[config.mk]
export PLATFORM = sky130hd
export DESIGN_NAME = igs_source_latch
export DESIGN_NICKNAME = d
export VERILOG_FILES = /design/src/hw/igs_rise_det.v /design/src/hw/igs_source_latch.v
export VERILOG_INCLUDE_DIRS = /design/src /design/src/hw
export SDC_FILE = /design/constraint.sdc
export NUM_CORES = 1
export LEC_CHECK = 0
export BUFFER_PORTS_ARGS = -buffer_cell sky130_fd_sc_hd__buf_2
export CORE_UTILIZATION = 51
export DETAILED_ROUTE_END_ITERATION = 6
export PLACE_DENSITY = 0.85
export SLEW_MARGIN = 20
export SYNTH_ARGS = -nofsm -noshare
export SYNTH_HDL_FRONTEND = slang
export SYNTH_SLANG_ARGS = --single-unit
[constraint.sdc]
create_clock -name aclk -period 4.7 [get_ports aclk]
set_clock_uncertainty 0.15 [all_clocks]
set_input_delay 0.235 -clock aclk [delete_from_list [all_inputs] [get_ports aclk]]
set_output_delay 0.235 -clock aclk [all_outputs]
set_load 0.02 [all_outputs]
[src/hw/igs_consts.vh]
// Constants of the group-0 interrupt source latch
`ifndef IGS_CONSTS_VH
`define IGS_CONSTS_VH

// Register word indices; the byte address on the AXI4-Lite bus is four times the index
`define IGS_ADDR_W 17
`define IGS_SRC_IDX 15'h7f00
`define IGS_MASK_IDX 15'h7f01
`define IGS_DMASEL_IDX 15'h7f74
`define IGS_SRC_ADDR 17'h1fc00
`define IGS_MASK_ADDR 17'h1fc04
`define IGS_DMASEL_ADDR 17'h1fdd0

// Reset values
`define IGS_SRC_RST 8'h00
`define IGS_MASK_RST 8'hff
`define IGS_DMASEL_RST 8'hff

// Source register bit positions
`define IGS_BIT_EXT3 7
`define IGS_BIT_EXT2 6
`define IGS_BIT_EXT1 5
`define IGS_BIT_EXT0 4
`define IGS_BIT_RXPKT 3
`define IGS_BIT_TXEMPTY 2
`define IGS_BIT_TXPKT 1
`define IGS_BIT_DMA 0

// Widths
`define IGS_TXQ_NUM 16
`define IGS_DMA_W 8

// AXI responses
`define IGS_RESP_OKAY 2'b00
`define IGS_RESP_SLVERR 2'b10

`endif

[src/hw/igs_rise_det.v]
// Per-bit low-to-high edge detector
`timescale 1ns/10ps
module igs_rise_det #(
  parameter W = 8
) (
  input wire aclk,            // Clock
  input wire aresetn,         // Synchronous reset, active low
  input wire [W-1:0] sig_in,  // Levels to watch
  output wire [W-1:0] rise    // High in the cycle a bit goes from 0 to 1
);

  reg [W-1:0] prev_ff;

  always @(posedge aclk) begin
    if (!aresetn) begin
      // Track the input in reset so an idle-high level gives no false edge
      prev_ff <= sig_in;
    end else begin
      prev_ff <= sig_in;
    end
  end

  assign rise = sig_in & ~prev_ff;

endmodule // igs_rise_det

[src/hw/igs_source_latch.v]
// Group-0 interrupt source latch with AXI4-Lite register access
//
// Contract
// - 8-bit source register, reset zero, writing a one clears that bit; bits 7..4 show external inputs.
// - Bit 3 sets when a packet number is queued on the receive queue.
// - Bit 2 sets when any enabled transmit queue of sixteen becomes empty.
// - Bit 1 sets each time a packet is transmitted successfully.
// - Bit 0 sets when a selected DMA channel reaches terminal count or requests.
// - Every latched source bit clears as a side effect of reading the register.
// - Mask register resets all ones; zero enables, one masks the matching source.
// - After a clearing read, new DMA status rises on selected channels set bit 0 again.
`timescale 1ns/10ps
`include "igs_consts.vh"
module igs_source_latch (
  input wire aclk,                            // Clock, 10 MHz
  input wire aresetn,                         // Synchronous reset, active low
  // AXI4-Lite write address channel
  input wire [`IGS_ADDR_W-1:0] s_axi_awaddr,  // Write byte address
  input wire [2:0] s_axi_awprot,              // Protection, unused
  input wire s_axi_awvalid,                   // Write address valid
  output wire s_axi_awready,                  // Write address ready
  // AXI4-Lite write data channel
  input wire [31:0] s_axi_wdata,              // Write data
  input wire [3:0] s_axi_wstrb,               // Byte enables
  input wire s_axi_wvalid,                    // Write data valid
  output wire s_axi_wready,                   // Write data ready
  // AXI4-Lite write response channel
  output wire [1:0] s_axi_bresp,              // Write response
  output wire s_axi_bvalid,                   // Write response valid
  input wire s_axi_bready,                    // Write response ready
  // AXI4-Lite read address channel
  input wire [`IGS_ADDR_W-1:0] s_axi_araddr,  // Read byte address
  input wire [2:0] s_axi_arprot,              // Protection, unused
  input wire s_axi_arvalid,                   // Read address valid
  output wire s_axi_arready,                  // Read address ready
  // AXI4-Lite read data channel
  output wire [31:0] s_axi_rdata,             // Read data
  output wire [1:0] s_axi_rresp,              // Read response
  output wire s_axi_rvalid,                   // Read data valid
  input wire s_axi_rready,                    // Read data ready
  // Event sources
  input wire ext_int_in3,                     // External interrupt pin 3, async
  input wire ext_int_in2,                     // External interrupt pin 2, async
  input wire ext_int_in1,                     // External interrupt pin 1, async
  input wire ext_int_in0,                     // External interrupt pin 0, async
  input wire rx_packet_queued,                // Pulse: packet number queued
  input wire [15:0] tx_queue_empty,           // Level per transmit queue: empty
  input wire [15:0] tx_queue_enable,          // Level per transmit queue: enabled
  input wire tx_packet_sent,                  // Pulse: packet transmitted
  input wire [7:0] dma_channel_status,        // Terminal count and request bits
  // Interrupt output
  output wire mcu_ext_int_line_0              // Level, active high
);

  // ---------------------------------------------------------------------
  // Declarations
  // ---------------------------------------------------------------------
  reg awready_ff;
  reg wready_ff;
  reg bvalid_ff;
  reg [1:0] bresp_ff;
  reg arready_ff;
  reg rvalid_ff;
  reg [31:0] rdata_ff;
  reg [1:0] rresp_ff;
  reg irq_ff;

  reg aw_held_ff;
  reg w_held_ff;
  reg [`IGS_ADDR_W-1:0] waddr_ff;
  reg [7:0] wdata_ff;
  reg wlane0_ff;

  reg [7:0] src_ff;
  reg [7:0] mask_ff;
  reg [7:0] dmasel_ff;
  reg [3:0] ext_meta_ff;
  reg [3:0] ext_sync_ff;

  reg nxt_aw_held;
  reg nxt_w_held;
  reg nxt_bvalid;
  reg [1:0] nxt_bresp;
  reg nxt_rvalid;
  reg [31:0] nxt_rdata;
  reg [1:0] nxt_rresp;
  reg [7:0] nxt_src;
  reg [7:0] nxt_mask;
  reg [7:0] nxt_dmasel;
  reg [7:0] src_set;
  reg [7:0] src_clr;
  reg nxt_irq;

  wire aw_take;
  wire w_take;
  wire ar_take;
  wire do_write;
  wire wr_src;
  wire wr_mask;
  wire wr_dmasel;
  wire wr_hit;
  wire rd_src;
  wire rd_mask;
  wire rd_dmasel;
  wire [15:0] txq_rise;
  wire [7:0] dma_rise;

  // ---------------------------------------------------------------------
  // Output drive
  // ---------------------------------------------------------------------
  assign s_axi_awready = awready_ff;
  assign s_axi_wready = wready_ff;
  assign s_axi_bvalid = bvalid_ff;
  assign s_axi_bresp = bresp_ff;
  assign s_axi_arready = arready_ff;
  assign s_axi_rvalid = rvalid_ff;
  assign s_axi_rdata = rdata_ff;
  assign s_axi_rresp = rresp_ff;
  assign mcu_ext_int_line_0 = irq_ff;

  // ---------------------------------------------------------------------
  // Address decode
  // ---------------------------------------------------------------------
  assign aw_take = s_axi_awvalid & awready_ff;
  assign w_take = s_axi_wvalid & wready_ff;
  assign ar_take = s_axi_arvalid & arready_ff;
  assign do_write = aw_held_ff & w_held_ff & ~bvalid_ff;

  // Word index compare; byte address bits 1:0 are ignored
  assign wr_src = do_write & (waddr_ff[`IGS_ADDR_W-1:2] == `IGS_SRC_IDX);
  assign wr_mask = do_write & (waddr_ff[`IGS_ADDR_W-1:2] == `IGS_MASK_IDX);
  assign wr_dmasel = do_write & (waddr_ff[`IGS_ADDR_W-1:2] == `IGS_DMASEL_IDX);
  assign wr_hit = wr_src | wr_mask | wr_dmasel;
  assign rd_src = s_axi_araddr[`IGS_ADDR_W-1:2] == `IGS_SRC_IDX;
  assign rd_mask = s_axi_araddr[`IGS_ADDR_W-1:2] == `IGS_MASK_IDX;
  assign rd_dmasel = s_axi_araddr[`IGS_ADDR_W-1:2] == `IGS_DMASEL_IDX;

  // ---------------------------------------------------------------------
  // Event detection
  // ---------------------------------------------------------------------
  // An enabled queue that goes empty, or an empty queue that gets enabled
  igs_rise_det #(
    .W(`IGS_TXQ_NUM)
  ) u_txq_rise (
    .aclk(aclk),
    .aresetn(aresetn),
    .sig_in(tx_queue_empty & tx_queue_enable),
    .rise(txq_rise)
  );

  // Only channels selected by the DMA select register are watched
  igs_rise_det #(
    .W(`IGS_DMA_W)
  ) u_dma_rise (
    .aclk(aclk),
    .aresetn(aresetn),
    .sig_in(dma_channel_status & ~dmasel_ff),
    .rise(dma_rise)
  );

  always @* begin
    src_set = 8'h00;
    src_set[`IGS_BIT_EXT3] = ext_sync_ff[3];
    src_set[`IGS_BIT_EXT2] = ext_sync_ff[2];
    src_set[`IGS_BIT_EXT1] = ext_sync_ff[1];
    src_set[`IGS_BIT_EXT0] = ext_sync_ff[0];
    src_set[`IGS_BIT_RXPKT] = rx_packet_queued;
    src_set[`IGS_BIT_TXEMPTY] = |txq_rise;
    src_set[`IGS_BIT_TXPKT] = tx_packet_sent;
    src_set[`IGS_BIT_DMA] = |dma_rise;
  end

  // ---------------------------------------------------------------------
  // Register next state
  // ---------------------------------------------------------------------
  always @* begin
    src_clr = 8'h00;
    if (ar_take && rd_src) begin
      src_clr = 8'hff;
    end
    if (wr_src && wlane0_ff) begin
      src_clr = src_clr | wdata_ff;
    end
    // A new event in the clearing cycle stays set
    nxt_src = (src_ff & ~src_clr) | src_set;
    nxt_mask = mask_ff;
    if (wr_mask && wlane0_ff) begin
      nxt_mask = wdata_ff;
    end
    nxt_dmasel = dmasel_ff;
    if (wr_dmasel && wlane0_ff) begin
      nxt_dmasel = wdata_ff;
    end
  end

  // ---------------------------------------------------------------------
  // Bus channel next state
  // ---------------------------------------------------------------------
  always @* begin
    nxt_aw_held = (aw_held_ff & ~do_write) | aw_take;
    nxt_w_held = (w_held_ff & ~do_write) | w_take;
    nxt_bvalid = do_write | (bvalid_ff & ~s_axi_bready);
    nxt_bresp = bresp_ff;
    if (do_write) begin
      if (wr_hit) begin
        nxt_bresp = `IGS_RESP_OKAY;
      end else begin
        nxt_bresp = `IGS_RESP_SLVERR;
      end
    end
    nxt_rvalid = ar_take | (rvalid_ff & ~s_axi_rready);
    nxt_rdata = rdata_ff;
    nxt_rresp = rresp_ff;
    if (ar_take) begin
      nxt_rresp = `IGS_RESP_OKAY;
      if (rd_src) begin
        nxt_rdata = {24'h000000, src_ff};
      end else if (rd_mask) begin
        nxt_rdata = {24'h000000, mask_ff};
      end else if (rd_dmasel) begin
        nxt_rdata = {24'h000000, dmasel_ff};
      end else begin
        nxt_rdata = 32'h00000000;
        nxt_rresp = `IGS_RESP_SLVERR;
      end
    end
  end

  // ---------------------------------------------------------------------
  // Interrupt line
  // ---------------------------------------------------------------------
  // Line follows latched, unmasked bits one cycle late
  always @* begin
    nxt_irq = |(src_ff & ~mask_ff);
  end

  // ---------------------------------------------------------------------
  // Bus flip-flops
  // ---------------------------------------------------------------------
  always @(posedge aclk) begin
    if (!aresetn) begin
      awready_ff <= 1'b0;
      wready_ff <= 1'b0;
      bvalid_ff <= 1'b0;
      bresp_ff <= `IGS_RESP_OKAY;
      arready_ff <= 1'b0;
      rvalid_ff <= 1'b0;
      rdata_ff <= 32'h00000000;
      rresp_ff <= `IGS_RESP_OKAY;
      irq_ff <= 1'b0;
      aw_held_ff <= 1'b0;
      w_held_ff <= 1'b0;
      waddr_ff <= {`IGS_ADDR_W{1'b0}};
      wdata_ff <= 8'h00;
      wlane0_ff <= 1'b0;
    end else begin
      awready_ff <= ~nxt_aw_held & ~nxt_bvalid;
      wready_ff <= ~nxt_w_held & ~nxt_bvalid;
      bvalid_ff <= nxt_bvalid;
      bresp_ff <= nxt_bresp;
      arready_ff <= ~nxt_rvalid;
      rvalid_ff <= nxt_rvalid;
      rdata_ff <= nxt_rdata;
      rresp_ff <= nxt_rresp;
      irq_ff <= nxt_irq;
      aw_held_ff <= nxt_aw_held;
      w_held_ff <= nxt_w_held;
      if (aw_take) begin
        waddr_ff <= s_axi_awaddr;
      end
      if (w_take) begin
        wdata_ff <= s_axi_wdata[7:0];
        wlane0_ff <= s_axi_wstrb[0];
      end
    end
  end

  // ---------------------------------------------------------------------
  // Register storage
  // ---------------------------------------------------------------------
  always @(posedge aclk) begin
    if (!aresetn) begin
      src_ff <= `IGS_SRC_RST;
      mask_ff <= `IGS_MASK_RST;
      dmasel_ff <= `IGS_DMASEL_RST;
    end else begin
      src_ff <= nxt_src;
      mask_ff <= nxt_mask;
      dmasel_ff <= nxt_dmasel;
    end
  end

  // ---------------------------------------------------------------------
  // Pin synchroniser
  // ---------------------------------------------------------------------
  // Two stages for the asynchronous pins; only the second stage is read
  always @(posedge aclk) begin
    if (!aresetn) begin
      ext_meta_ff <= 4'h0;
      ext_sync_ff <= 4'h0;
    end else begin
      ext_meta_ff <= {ext_int_in3, ext_int_in2, ext_int_in1, ext_int_in0};
      ext_sync_ff <= ext_meta_ff;
    end
  end

endmodule // igs_source_latch

# After elaboration in Yosys (flattened, before gate mapping)
# Index checks and enable logic that the tools add are counted.
# word_totals
word_cells	84
out_inout_bits	42
mem_bits_rw	0
ff_bits	126
mem_count	0
in_bits	129
latchBits	0
romBits	0
# classes
bitwise_logic	41
reduce_logical	7
n_lt_le_gt_ge	0
mul	0
eq_ne	6
n_shift	0
muxes	9
add_sub_neg	0
div	0
# op_table
cell	n
$eq A15 B15 Y1 const B	6
$mux W8	5
$and A16 B16 Y16	2
$and A8 B8 Y8	4
$not A8 Y8	4
$not A16 Y16	1
$or A8 B8 Y8	2
$reduce_or A16 Y1	1
$reduce_or A8 Y1	2
$and A1 B1 Y1	14
$mux W2	4
$not A1 Y1	8
$or A1 B1 Y1	6
$logic_and A1 B1 Y1	4

# Longest topological paths before layout
# Gate-level depths: netlist of the first run.
# depth
word_depth	8
mapped_depth	6
depth_no_buf	5

# By module
# A second synthesis of the first run with hierarchy kept.
# unflattened
hier_cells	452
area_unflattened_um2	4270.3
# by_module_without_submodules
module	seq_area_each_um2	cells_per_inst	instances	area_each_um2
igs_source_latch	1481.4	404	1	3459.6
igs_rise_det at u_txq_rise	320.3	32	1	540.5
igs_rise_det at u_dma_rise	160.2	16	1	270.3

# Worst setup path before layout of the first run
# No wires, ideal clock.
# synth_timing
kind	flip-flop to flip-flop
from	register waddr_ff[3]
to	register src_ff[1]
synth_period_minus_slack_ps	2344
n_path_buf	1
required_time_ps	4419
path_slack_ps	2356
setup_time_ps	131
arrival_ps	2063
stages_incl_launch_ff	7
path_cell_list	dfxtp_1 > or4b_1 > or4_4 > or3_1 > buf_2 > nor3b_2 > nor3_1
# synth_between
elab_chain_len	7
# synth_rtl
item	line_no	source
start, declared	igs_source_latch.v:70	reg [`IGS_ADDR_W-1:0] waddr_ff;
start signal, assigned	igs_source_latch.v:253	waddr_ff <= {`IGS_ADDR_W{1'b0}};
start signal, assigned	igs_source_latch.v:269	waddr_ff <= s_axi_awaddr;
$eq A15 B15 Y1 (no source line)	-	
$and A1 B1 Y1	igs_source_latch.v:130	assign wr_src = do_write & (waddr_ff[`IGS_ADDR_W-1:2] == `IGS_SRC_IDX);
$logic_and A1 B1 Y1	igs_source_latch.v:181	if (wr_src && wlane0_ff) begin
$mux W8	igs_source_latch.v:181	
$not A8 Y8	igs_source_latch.v:185	nxt_src = (src_ff & ~src_clr) | src_set;
$and A8 B8 Y8	igs_source_latch.v:185	
$or A8 B8 Y8	igs_source_latch.v:185	
end signal, assigned	igs_source_latch.v:283	src_ff <= `IGS_SRC_RST;
end signal, assigned	igs_source_latch.v:287	src_ff <= nxt_src;
end, declared	igs_source_latch.v:74	reg [7:0] src_ff;
# No other way between the ends.
# A chain may end at the register's enable or synchronous reset.

# Final worst setup path of the first run
# layout_timing
from	register waddr_ff[3]
to	register dmasel_ff[1]
# layout_between
elab_chain_len	3
# layout_rtl
item	line_no	source
$eq A15 B15 Y1 (no source line)	-	
$and A1 B1 Y1	igs_source_latch.v:132	assign wr_dmasel = do_write & (waddr_ff[`IGS_ADDR_W-1:2] == `IGS_DMASEL_IDX);
$logic_and A1 B1 Y1	igs_source_latch.v:191	if (wr_dmasel && wlane0_ff) begin
end signal, assigned	igs_source_latch.v:285	dmasel_ff <= `IGS_DMASEL_RST;
end signal, assigned	igs_source_latch.v:289	dmasel_ff <= nxt_dmasel;
end, declared	igs_source_latch.v:76	reg [7:0] dmasel_ff;
# No other way between the ends.

==> results_tabular.tex, run 1 <==
\begin{tabular}{lr}
\hline
Metric & Value \\
\hline
\multicolumn{2}{l}{\textbf{Run status}} \\
Status & completed \\
\multicolumn{2}{l}{\textbf{Power and ir drop}} \\
Leakage power figure & 2.32 nW \\
Power per standard cell area & 310 nW/um\^{}2 \\
IR Drop Worst-Case VDD & 0.229 mV \\
\multicolumn{2}{l}{\textbf{Floorplan}} \\
Floorplan row count & 31 \\
Die area & 7940 um\^{}2 \\
Count of boundary I/O pins & 171 \\
Die span in y & 89.1 um \\
Core area & 7290 um\^{}2 \\
Initial core utilization & 53.1\% \\
Die Wd & 89.1 um \\
\multicolumn{2}{l}{\textbf{Clock network}} \\
Root Buffer Master & sky130\_fd\_sc\_hd\_\_clkbuf\_8 \\
Number of buffers on the longest clock path & 2 \\
TritonCTS clock tree & done \\
Number of setup buffers added after CTS & 0 \\
Number of H-tree levels & 3 \\
Register clock-pin slew on the reported worst setup and hold paths & 0.09 ns \\
Clock network latency to the later pin of the worst-skew pair & 0.35 ns \\
Clock sink count & 98 \\
Number of buffers added by the clock tree synthesis step & 9 \\
\multicolumn{2}{l}{\textbf{Place}} \\
Cell Area, Placed & 4370 um\^{}2 \\
Worst slack at placement & 2.11 ns \\
Final RePlAce weighted congestion & 0.810 \\
PortBufs & 107 \\
Post-detail-place hpwl & 6.17 mm \\
\multicolumn{2}{l}{\textbf{Timing}} \\
Final-report hold violation count & 0 \\
Slew @ Worst Pin & 1.01 ns \\
Total count of max-transition violations in the final report & 0 \\
Sum Neg Setup Slack & 0 ns \\
Setup repair after global routing missed its margin & false \\
Setup violators final & 0 \\
Final WS setup & 2.11 ns \\
Timing-limited maximum frequency & 386 MHz \\
Shortest clock period the worst path allows after layout & 2.59 ns \\
Final period util & 55.1\% \\
Worst slew slack as a fraction of its limit & 32.2\% \\
\multicolumn{2}{l}{\textbf{Finish}} \\
Antenna fix cells & 0 \\
Layout net count & 737 \\
Area Overhead vs Synth & 35.7\% \\
Fraction of the core area covered by cells at the end of the flow & 72.0\% \\
Layout fillers & 545 \\
Fraction of final layout cells with drive strength greater than 1 & 21.4\% \\
Cell area after layout & 5250 um\^{}2 \\
\multicolumn{2}{l}{\textbf{Yosys}} \\
Commonest cells in the netlist & sky130\_fd\_sc\_hd\_\_dfxtp\_1 (98), sky130\_fd\_sc\_hd\_\_nand2\_1 (92), sky130\_fd\_sc\_hd\_\_a21oi\_1 (36) \\
Main flop type after synthesis & sky130\_fd\_sc\_hd\_\_dfxtp\_1 \\
Xor/xnor share of the synthesized area & 0\% \\
Compound-Gate Fraction of Synth Area & 12.8\% \\
Flop and latch count out of synthesis & 98 \\
Count of flip-flops with a built-in enable after synthesis & 0 \\
Multiplexer area fraction after synthesis & 4.40\% \\
Share of flip-flops with an asynchronous set or reset after synthesis & 0\% \\
Syn Std Cell Area & 3870 um\^{}2 \\
Combinational family with the most area after synthesis & simple AND/OR/NAND/NOR gates \\
Mapped Cells & 438 \\
Share of synthesized cell area in full adder, half adder and majority cells & 0\% \\
Dominant cells by area after synthesis & sky130\_fd\_sc\_hd\_\_dfxtp\_1 (51\%), sky130\_fd\_sc\_hd\_\_nand2\_1 (8.9\%), sky130\_fd\_sc\_hd\_\_buf\_4 (5.0\%) \\
Ys Warns & 0 \\
Synth Area in Simple Gates & 22.2\% \\
Mapped Avg Cell Area & 8.84 um\^{}2 \\
Area fraction of the dominant cell type after synthesis & 50.7\% \\
Most common cell in the netlist & sky130\_fd\_sc\_hd\_\_dfxtp\_1 \\
Seq/Total Area, Yosys & 50.7\% \\
Yosys cell types & 42 \\
Largest area contributor in the synthesized netlist & sky130\_fd\_sc\_hd\_\_dfxtp\_1 \\
\multicolumn{2}{l}{\textbf{Drt}} \\
Detailed-route wire length & 10.1 mm \\
DR vias/cell & 5.05 \\
Iteration count of the initial detailed-routing pass & 4 \\
Post-DR wirelength/cell & 14.1 um \\
DRC violations left & 0 \\
Number of vias after detailed routing & 3,593 \\
Remaining antenna violation count after routing & 0 \\
Initial DRC Count & 175 \\
\multicolumn{2}{l}{\textbf{Critical path}} \\
Longest individual stage delay on the worst path & 0.57 ns \\
CP Class & flop to flop \\
Critical path fanouts, max & 8 \\
Critical path capture point type & flop \\
Arrival time at the worst endpoint & 2.65 ns \\
Critical path's slowest cell & sky130\_fd\_sc\_hd\_\_or4\_4 \\
CP startpoint kind & flop \\
Cell-by-cell trace of the critical path & or4b\_1, or4\_4, or3\_1, mux2i\_1, nand2\_1 \\
Required time of the worst setup path & 4.76 ns \\
\multicolumn{2}{l}{\textbf{Global routing}} \\
Vias in the first global route & 3,547 \\
First-pass GRT wire length & 15.9 mm \\
Total grt overflow & 0 \\
Global-route usage over all layers & 26.3\% \\
Antenna violations before repair & 0 \\
Pin count of the biggest net entering global routing & 42 \\
\multicolumn{2}{l}{\textbf{Job}} \\
MaxCap Viol Count & 0 \\
\multicolumn{2}{l}{\textbf{Hold path}} \\
Class of the tightest hold or removal check & input port to flop \\
\hline
\end{tabular}
-- final timing paths --
path	cells after the start	from	endpoint	slack (ns)
max reg2reg	5	waddr_ff[3]	dmasel_ff[1]	2.11
max	5	waddr_ff[3]	dmasel_ff[1]	2.11
min	3	tx_packet_sent	src_ff[1]	0.02
min reg2reg	1	ext_meta_ff[2]	ext_sync_ff[2]	0.29
-- power by group --
| group | internal (mW) | switching [mW] | leakage (nW) |
|---|---|---|---|
| combinational | 0.0941 | 0.0947 | 1.42 |
| sequential | 0.859 | 0.0203 | 0.802 |
| clock | 0.275 | 0.285 | 0.0986 |
| total | 1.23 | 0.400 | 2.32 |
-- worst max-delay path, delay by kind of cell (launching register included) --
kind | cells | cell delay (ns)
DFF | 1 | 0.32
muxes | 1 | 0.23
and+or+nand+nor | 4 | 1.76
-- placed cells by master (no fill, tap or decap), types with 6 or more instances in the layout --
master and instances:
sky130_fd_sc_hd__a21oi_1 36, sky130_fd_sc_hd__a22oi_1 7, sky130_fd_sc_hd__a32oi_1 7, sky130_fd_sc_hd__and2_1 10, sky130_fd_sc_hd__buf_2 107, sky130_fd_sc_hd__clkbuf_8 11, sky130_fd_sc_hd__conb_1 26, sky130_fd_sc_hd__dfxtp_1 98
sky130_fd_sc_hd__dlygate4sd3_1 68, sky130_fd_sc_hd__inv_1 31, sky130_fd_sc_hd__mux2i_1 17, sky130_fd_sc_hd__nand2_1 92, sky130_fd_sc_hd__nor2_1 8, sky130_fd_sc_hd__nor2b_1 8, sky130_fd_sc_hd__nor3_1 10, sky130_fd_sc_hd__nor3b_1 6
sky130_fd_sc_hd__nor3b_2 6, sky130_fd_sc_hd__o21ai_0 11, sky130_fd_sc_hd__o22ai_1 10
-- state kept, by name, indices dropped and copies added (netlist names) --
| register | flops |
|---|---|
| s_axi_rdata | 8 |
| ext_meta_ff | 4 |
| wlane0_ff | 1 |
| s_axi_rresp | 1 |
| s_axi_arready | 1 |
| s_axi_wready | 1 |
| ext_sync_ff | 4 |
| s_axi_awready | 1 |
| src_ff | 8 |
| u_txq_rise.prev_ff | 16 |
| mcu_ext_int_line_0 | 1 |
| s_axi_bresp | 1 |
| mask_ff | 8 |
| s_axi_bvalid | 1 |
| s_axi_rvalid | 1 |
| w_held_ff | 1 |
| aw_held_ff | 1 |
| dmasel_ff | 8 |
| wdata_ff | 8 |
| u_dma_rise.prev_ff | 8 |
| waddr_ff | 15 |
-- final cells by class --
type / instances / area [um^2] / area share [%]
clock buffer: 12 / 155 / 2.95
clock inverter: 4 / 50.0 / 0.953
inverter: 31 / 116 / 2.21
multi-input combinational: 292 / 1620 / 30.9
sequential: 98 / 1960 / 37.3
tap: 99 / 124 / 2.36
timing repair buffer: 176 / 1220 / 23.3
-- what timing repair did --
item | in CTS | in global routing
endpoints found under the hold margin | 52 | 0
hold buffers | 68 | 0
gates resized for setup | 0 | 0
-- metrics by stage --
stage,total power [mW],cells,hold WS (ns)
after detailed placement,1.04,628,0.270
after global placement,1.03,628,0.266
after floorplan,0.993,463,0.196
after CTS,1.62,712,0.00578
after global routing,1.70,712,0.0420
final,1.63,712,0.0179
-- kinds of logic after synthesis --
kind of cell	count (synthesis)
AOI/OAI and AO/OA	81
buffers and inverters	73
DFF	98
muxes	17
other	1
and+or+nand+nor	168
-- layer usage --
metal  track usage (%)  up-vias  wire, um
met3              5.08       31       568
li1                  -     1782         -
met5                 0        -         0
met4              13.0        0       297
met2              47.2      150      5100
met1              30.0     1630      4100
Power figures use the tool's default switching activity.
==> inputs of run 2 (changes only) <==
--- a/config.mk
+++ b/config.mk
@@ -7,9 +7,9 @@
 export NUM_CORES = 1
 export LEC_CHECK = 0
 export BUFFER_PORTS_ARGS = -buffer_cell sky130_fd_sc_hd__buf_2
-export CORE_UTILIZATION = 51
+export CORE_UTILIZATION = 47
 export DETAILED_ROUTE_END_ITERATION = 6
-export PLACE_DENSITY = 0.85
+export PLACE_DENSITY = 0.8
 export SLEW_MARGIN = 20
 export SYNTH_ARGS = -nofsm -noshare
 export SYNTH_HDL_FRONTEND = slang
==> constraint.sdc (replaced) <==
create_clock -name aclk -period 2.55 [get_ports aclk]
set_clock_uncertainty 0.15 [all_clocks]
set_input_delay 0.1275 -clock aclk [delete_from_list [all_inputs] [get_ports aclk]]
set_output_delay 0.1275 -clock aclk [all_outputs]
set_load 0.02 [all_outputs]
==> results_tabular.tex, run 2 (synthesis results as in run 1) <==
\begin{tabular}{lr}
\hline
Metric & Value \\
\hline
\multicolumn{2}{l}{\textbf{Run status}} \\
Status & completed (unchanged) \\
\multicolumn{2}{l}{\textbf{Finish}} \\
Largest register by flop count & u\_txq\_rise.prev\_ff (unchanged) \\
Layout fillers & 630 (was 545) \\
Antenna fix cells & 0 (unchanged) \\
Cell area after layout & 5360 um\^{}2 (was 5250 um\^{}2) \\
Flip-flop count of the largest register after layout & 16 (unchanged) \\
Fraction of final layout cells with drive strength greater than 1 & 22.3\% (was 21.4\%) \\
Layout net count & 748 (was 737) \\
Area Overhead vs Synth & 38.5\% (was 35.7\%) \\
Final standard cell count with taps included and fillers excluded & 726 (was 712) \\
Most used cells in the layout excluding fill and tap cells & sky130\_fd\_sc\_hd\_\_buf\_2 (107), sky130\_fd\_sc\_hd\_\_dfxtp\_1 (98), sky130\_fd\_sc\_hd\_\_nand2\_1 (92), sky130\_fd\_sc\_hd\_\_dlygate4sd3\_1 (74), sky130\_fd\_sc\_hd\_\_a21oi\_1 (36) (was sky130\_fd\_sc\_hd\_\_buf\_2 (107), sky130\_fd\_sc\_hd\_\_dfxtp\_1 (98), sky130\_fd\_sc\_hd\_\_nand2\_1 (92), sky130\_fd\_sc\_hd\_\_dlygate4sd3\_1 (68), sky130\_fd\_sc\_hd\_\_a21oi\_1 (36)) \\
Registers with the highest flip-flop counts & u\_txq\_rise.prev\_ff: 16 flops, waddr\_ff: 15 flops (unchanged) \\
Fraction of the core area covered by cells at the end of the flow & 68.3\% (was 72.0\%) \\
Most common library cell in the layout ignoring fill and taps & sky130\_fd\_sc\_hd\_\_buf\_2 (unchanged) \\
\multicolumn{2}{l}{\textbf{Critical path}} \\
Critical path fanouts, max & 8 (unchanged) \\
Crit path capture & dmasel\_ff[6] (was dmasel\_ff[1]) \\
Arrival time at the worst endpoint & 2.53 ns (was 2.65 ns) \\
CP Class & flop to flop (unchanged) \\
Slack of the worst reg-to-reg path & 0.12 ns (was 2.11 ns) \\
Critical path capture point type & flop (unchanged) \\
Reg-to-Reg Start & waddr\_ff[3] (unchanged) \\
CP Launch Point & waddr\_ff[3] (unchanged) \\
CP startpoint kind & flop (unchanged) \\
Worst R2R End & dmasel\_ff[6] (was dmasel\_ff[1]) \\
Worst reg-to-reg path cell count & 6 (was 5) \\
Required time of the worst setup path & 2.65 ns (was 4.76 ns) \\
\multicolumn{2}{l}{\textbf{Timing}} \\
Setup repair after global routing missed its margin & false (unchanged) \\
Setup violators final & 0 (unchanged) \\
Total count of max-transition violations in the final report & 0 (unchanged) \\
Sum Neg Setup Slack & 0 ns (unchanged) \\
Timing-limited maximum frequency & 412 MHz (was 386 MHz) \\
Worst slew slack as a fraction of its limit & 56.2\% (was 32.2\%) \\
Final WS setup & 0.124 ns (was 2.11 ns) \\
Shortest clock period the worst path allows after layout & 2.43 ns (was 2.59 ns) \\
Final period util & 95.1\% (was 55.1\%) \\
Final-report hold violation count & 0 (unchanged) \\
Slew @ Worst Pin & 0.640 ns (was 1.01 ns) \\
Min Hold Slack & 0.0584 ns (was 0.0179 ns) \\
\multicolumn{2}{l}{\textbf{Floorplan}} \\
Die area & 8600 um\^{}2 (was 7940 um\^{}2) \\
Count of boundary I/O pins & 171 (unchanged) \\
Core area & 7850 um\^{}2 (was 7290 um\^{}2) \\
Die Wd & 92.8 um (was 89.1 um) \\
Initial core utilization & 49.3\% (was 53.1\%) \\
Die span in y & 92.8 um (was 89.1 um) \\
Floorplan row count & 32 (was 31) \\
\multicolumn{2}{l}{\textbf{Power and ir drop}} \\
Part of the total power dissipated in sequential elements & 54.1\% (was 54.0\%) \\
IR Drop Worst-Case VDD & 0.303 mV (was 0.229 mV) \\
Combinational cell fraction of total power & 12.1\% (was 11.6\%) \\
Switching portion of total power & 24.5\% (was 24.6\%) \\
Internal power consumption & 2.27 mW (was 1.23 mW) \\
Total design power & 3.00 mW (was 1.63 mW) \\
Leakage power figure & 2.37 nW (was 2.32 nW) \\
Fraction of power consumed by the clock network & 33.8\% (was 34.4\%) \\
Power per standard cell area & 560 nW/um\^{}2 (was 310 nW/um\^{}2) \\
Switch Pwr & 0.737 mW (was 0.400 mW) \\
\multicolumn{2}{l}{\textbf{Drt}} \\
Remaining antenna violation count after routing & 0 (unchanged) \\
DR vias/cell & 5.18 (was 5.05) \\
Iteration count of the initial detailed-routing pass & 5 (was 4) \\
DRC violations left & 0 (unchanged) \\
Post-DR wirelength/cell & 15.0 um (was 14.1 um) \\
Number of vias after detailed routing & 3,758 (was 3,593) \\
Initial DRC Count & 191 (was 175) \\
Detailed-route wire length & 10.9 mm (was 10.1 mm) \\
\multicolumn{2}{l}{\textbf{Clock network}} \\
Number of buffers added by the clock tree synthesis step & 9 (unchanged) \\
Number of buffers on the longest clock path & 2 (unchanged) \\
TritonCTS clock tree & done (unchanged) \\
Register clock-pin slew on the reported worst setup and hold paths & 0.09 ns (about the same) \\
Number of setup buffers added after CTS & 0 (unchanged) \\
Number of H-tree levels & 3 (unchanged) \\
Root Buffer Master & sky130\_fd\_sc\_hd\_\_clkbuf\_8 (unchanged) \\
Clock sink count & 98 (unchanged) \\
Clock network latency to the later pin of the worst-skew pair & 0.36 ns (was 0.35 ns) \\
\multicolumn{2}{l}{\textbf{Hold path}} \\
Class of the tightest hold or removal check & input port to flop (unchanged) \\
\multicolumn{2}{l}{\textbf{Place}} \\
Final RePlAce weighted congestion & 0.805 (was 0.810) \\
PortBufs & 107 (unchanged) \\
Cell Area, Placed & 4410 um\^{}2 (was 4370 um\^{}2) \\
Worst slack at placement & 0.0448 ns (was 2.11 ns) \\
Total instance count after detailed placement & 636 (was 628) \\
Post-detail-place hpwl & 6.30 mm (was 6.17 mm) \\
\multicolumn{2}{l}{\textbf{Global routing}} \\
Pin count of the biggest net entering global routing & 41 (was 42) \\
First-pass GRT wire length & 17.0 mm (was 15.9 mm) \\
Global-route usage over all layers & 25.6\% (was 26.3\%) \\
Total grt overflow & 0 (unchanged) \\
Antenna violations before repair & 0 (unchanged) \\
Vias in the first global route & 3,627 (was 3,547) \\
\multicolumn{2}{l}{\textbf{Job}} \\
MaxCap Viol Count & 0 (unchanged) \\
\hline
\end{tabular}
run 2: per-layer routing:
metal	share of wire (%)	routed length (um)	track usage (%)	vias to the layer above
met3	5.8	628	4.93	32
met4	3.0	327	12.4	0
met5	0	0	0	-
li1	-	-	-	1803
met1	40	4330	28.2	1751
met2	51	5610	46.7	172
run 2: final cells by class:
type	instances	area, um^2	share of cell area (%)
Sequential cell	98	1960	36.6
Multi-Input combinational cell	292	1630	30.4
Timing Repair Buffer	187	1320	24.6
Clock buffer	11	151	2.82
Tap cell	102	128	2.38
Inverter	31	116	2.17
Clock inverter	5	52.6	0.980
run 2: repair_timing:
action                                  CTS  global route
resized for setup                         0             2
endpoints found under the setup margin    0            10
hold buffers                             74             0
hold endpoints to repair                 61             0
run 2: how the worst min path moves through the flow:
stage | start | endpoint | slack, ns | depth (start not counted)
6_report | s_axi_araddr[10] | s_axi_rdata[7] | 0.06 | 5
3_3_place_gp | tx_queue_enable[5] | u_txq_rise.prev_ff[5] | 0.18 | 3
4_1_cts | s_axi_araddr[10] | s_axi_rdata[7] | 0.05 | 5
5_1_grt | s_axi_araddr[10] | s_axi_rdata[7] | 0.09 | 5
3_5_place_dp | tx_queue_enable[10] | u_txq_rise.prev_ff[10] | 0.18 | 3
2_1_floorplan | tx_queue_enable[10] | u_txq_rise.prev_ff[10] | 0.09 | 2
run 2: power groups by stage:
stage,combinational [mW],clock (mW),sequential (mW)
2_1_floorplan,0.178,0,1.65
3_3_place_gp,0.250,0,1.65
3_5_place_dp,0.259,0,1.65
4_1_cts,0.346,1.02,1.62
5_1_grt,0.395,1.10,1.63
6_report,0.364,1.02,1.62
run 2: critical path: stages, from the launching register on:
cell and delay (ns):
sky130_fd_sc_hd__dfxtp_1 0.34, sky130_fd_sc_hd__or4b_1 0.57, sky130_fd_sc_hd__or4_4 0.48, sky130_fd_sc_hd__or3_1 0.32, sky130_fd_sc_hd__buf_4 0.19, sky130_fd_sc_hd__mux2i_2 0.19, sky130_fd_sc_hd__nand2_1 0.07
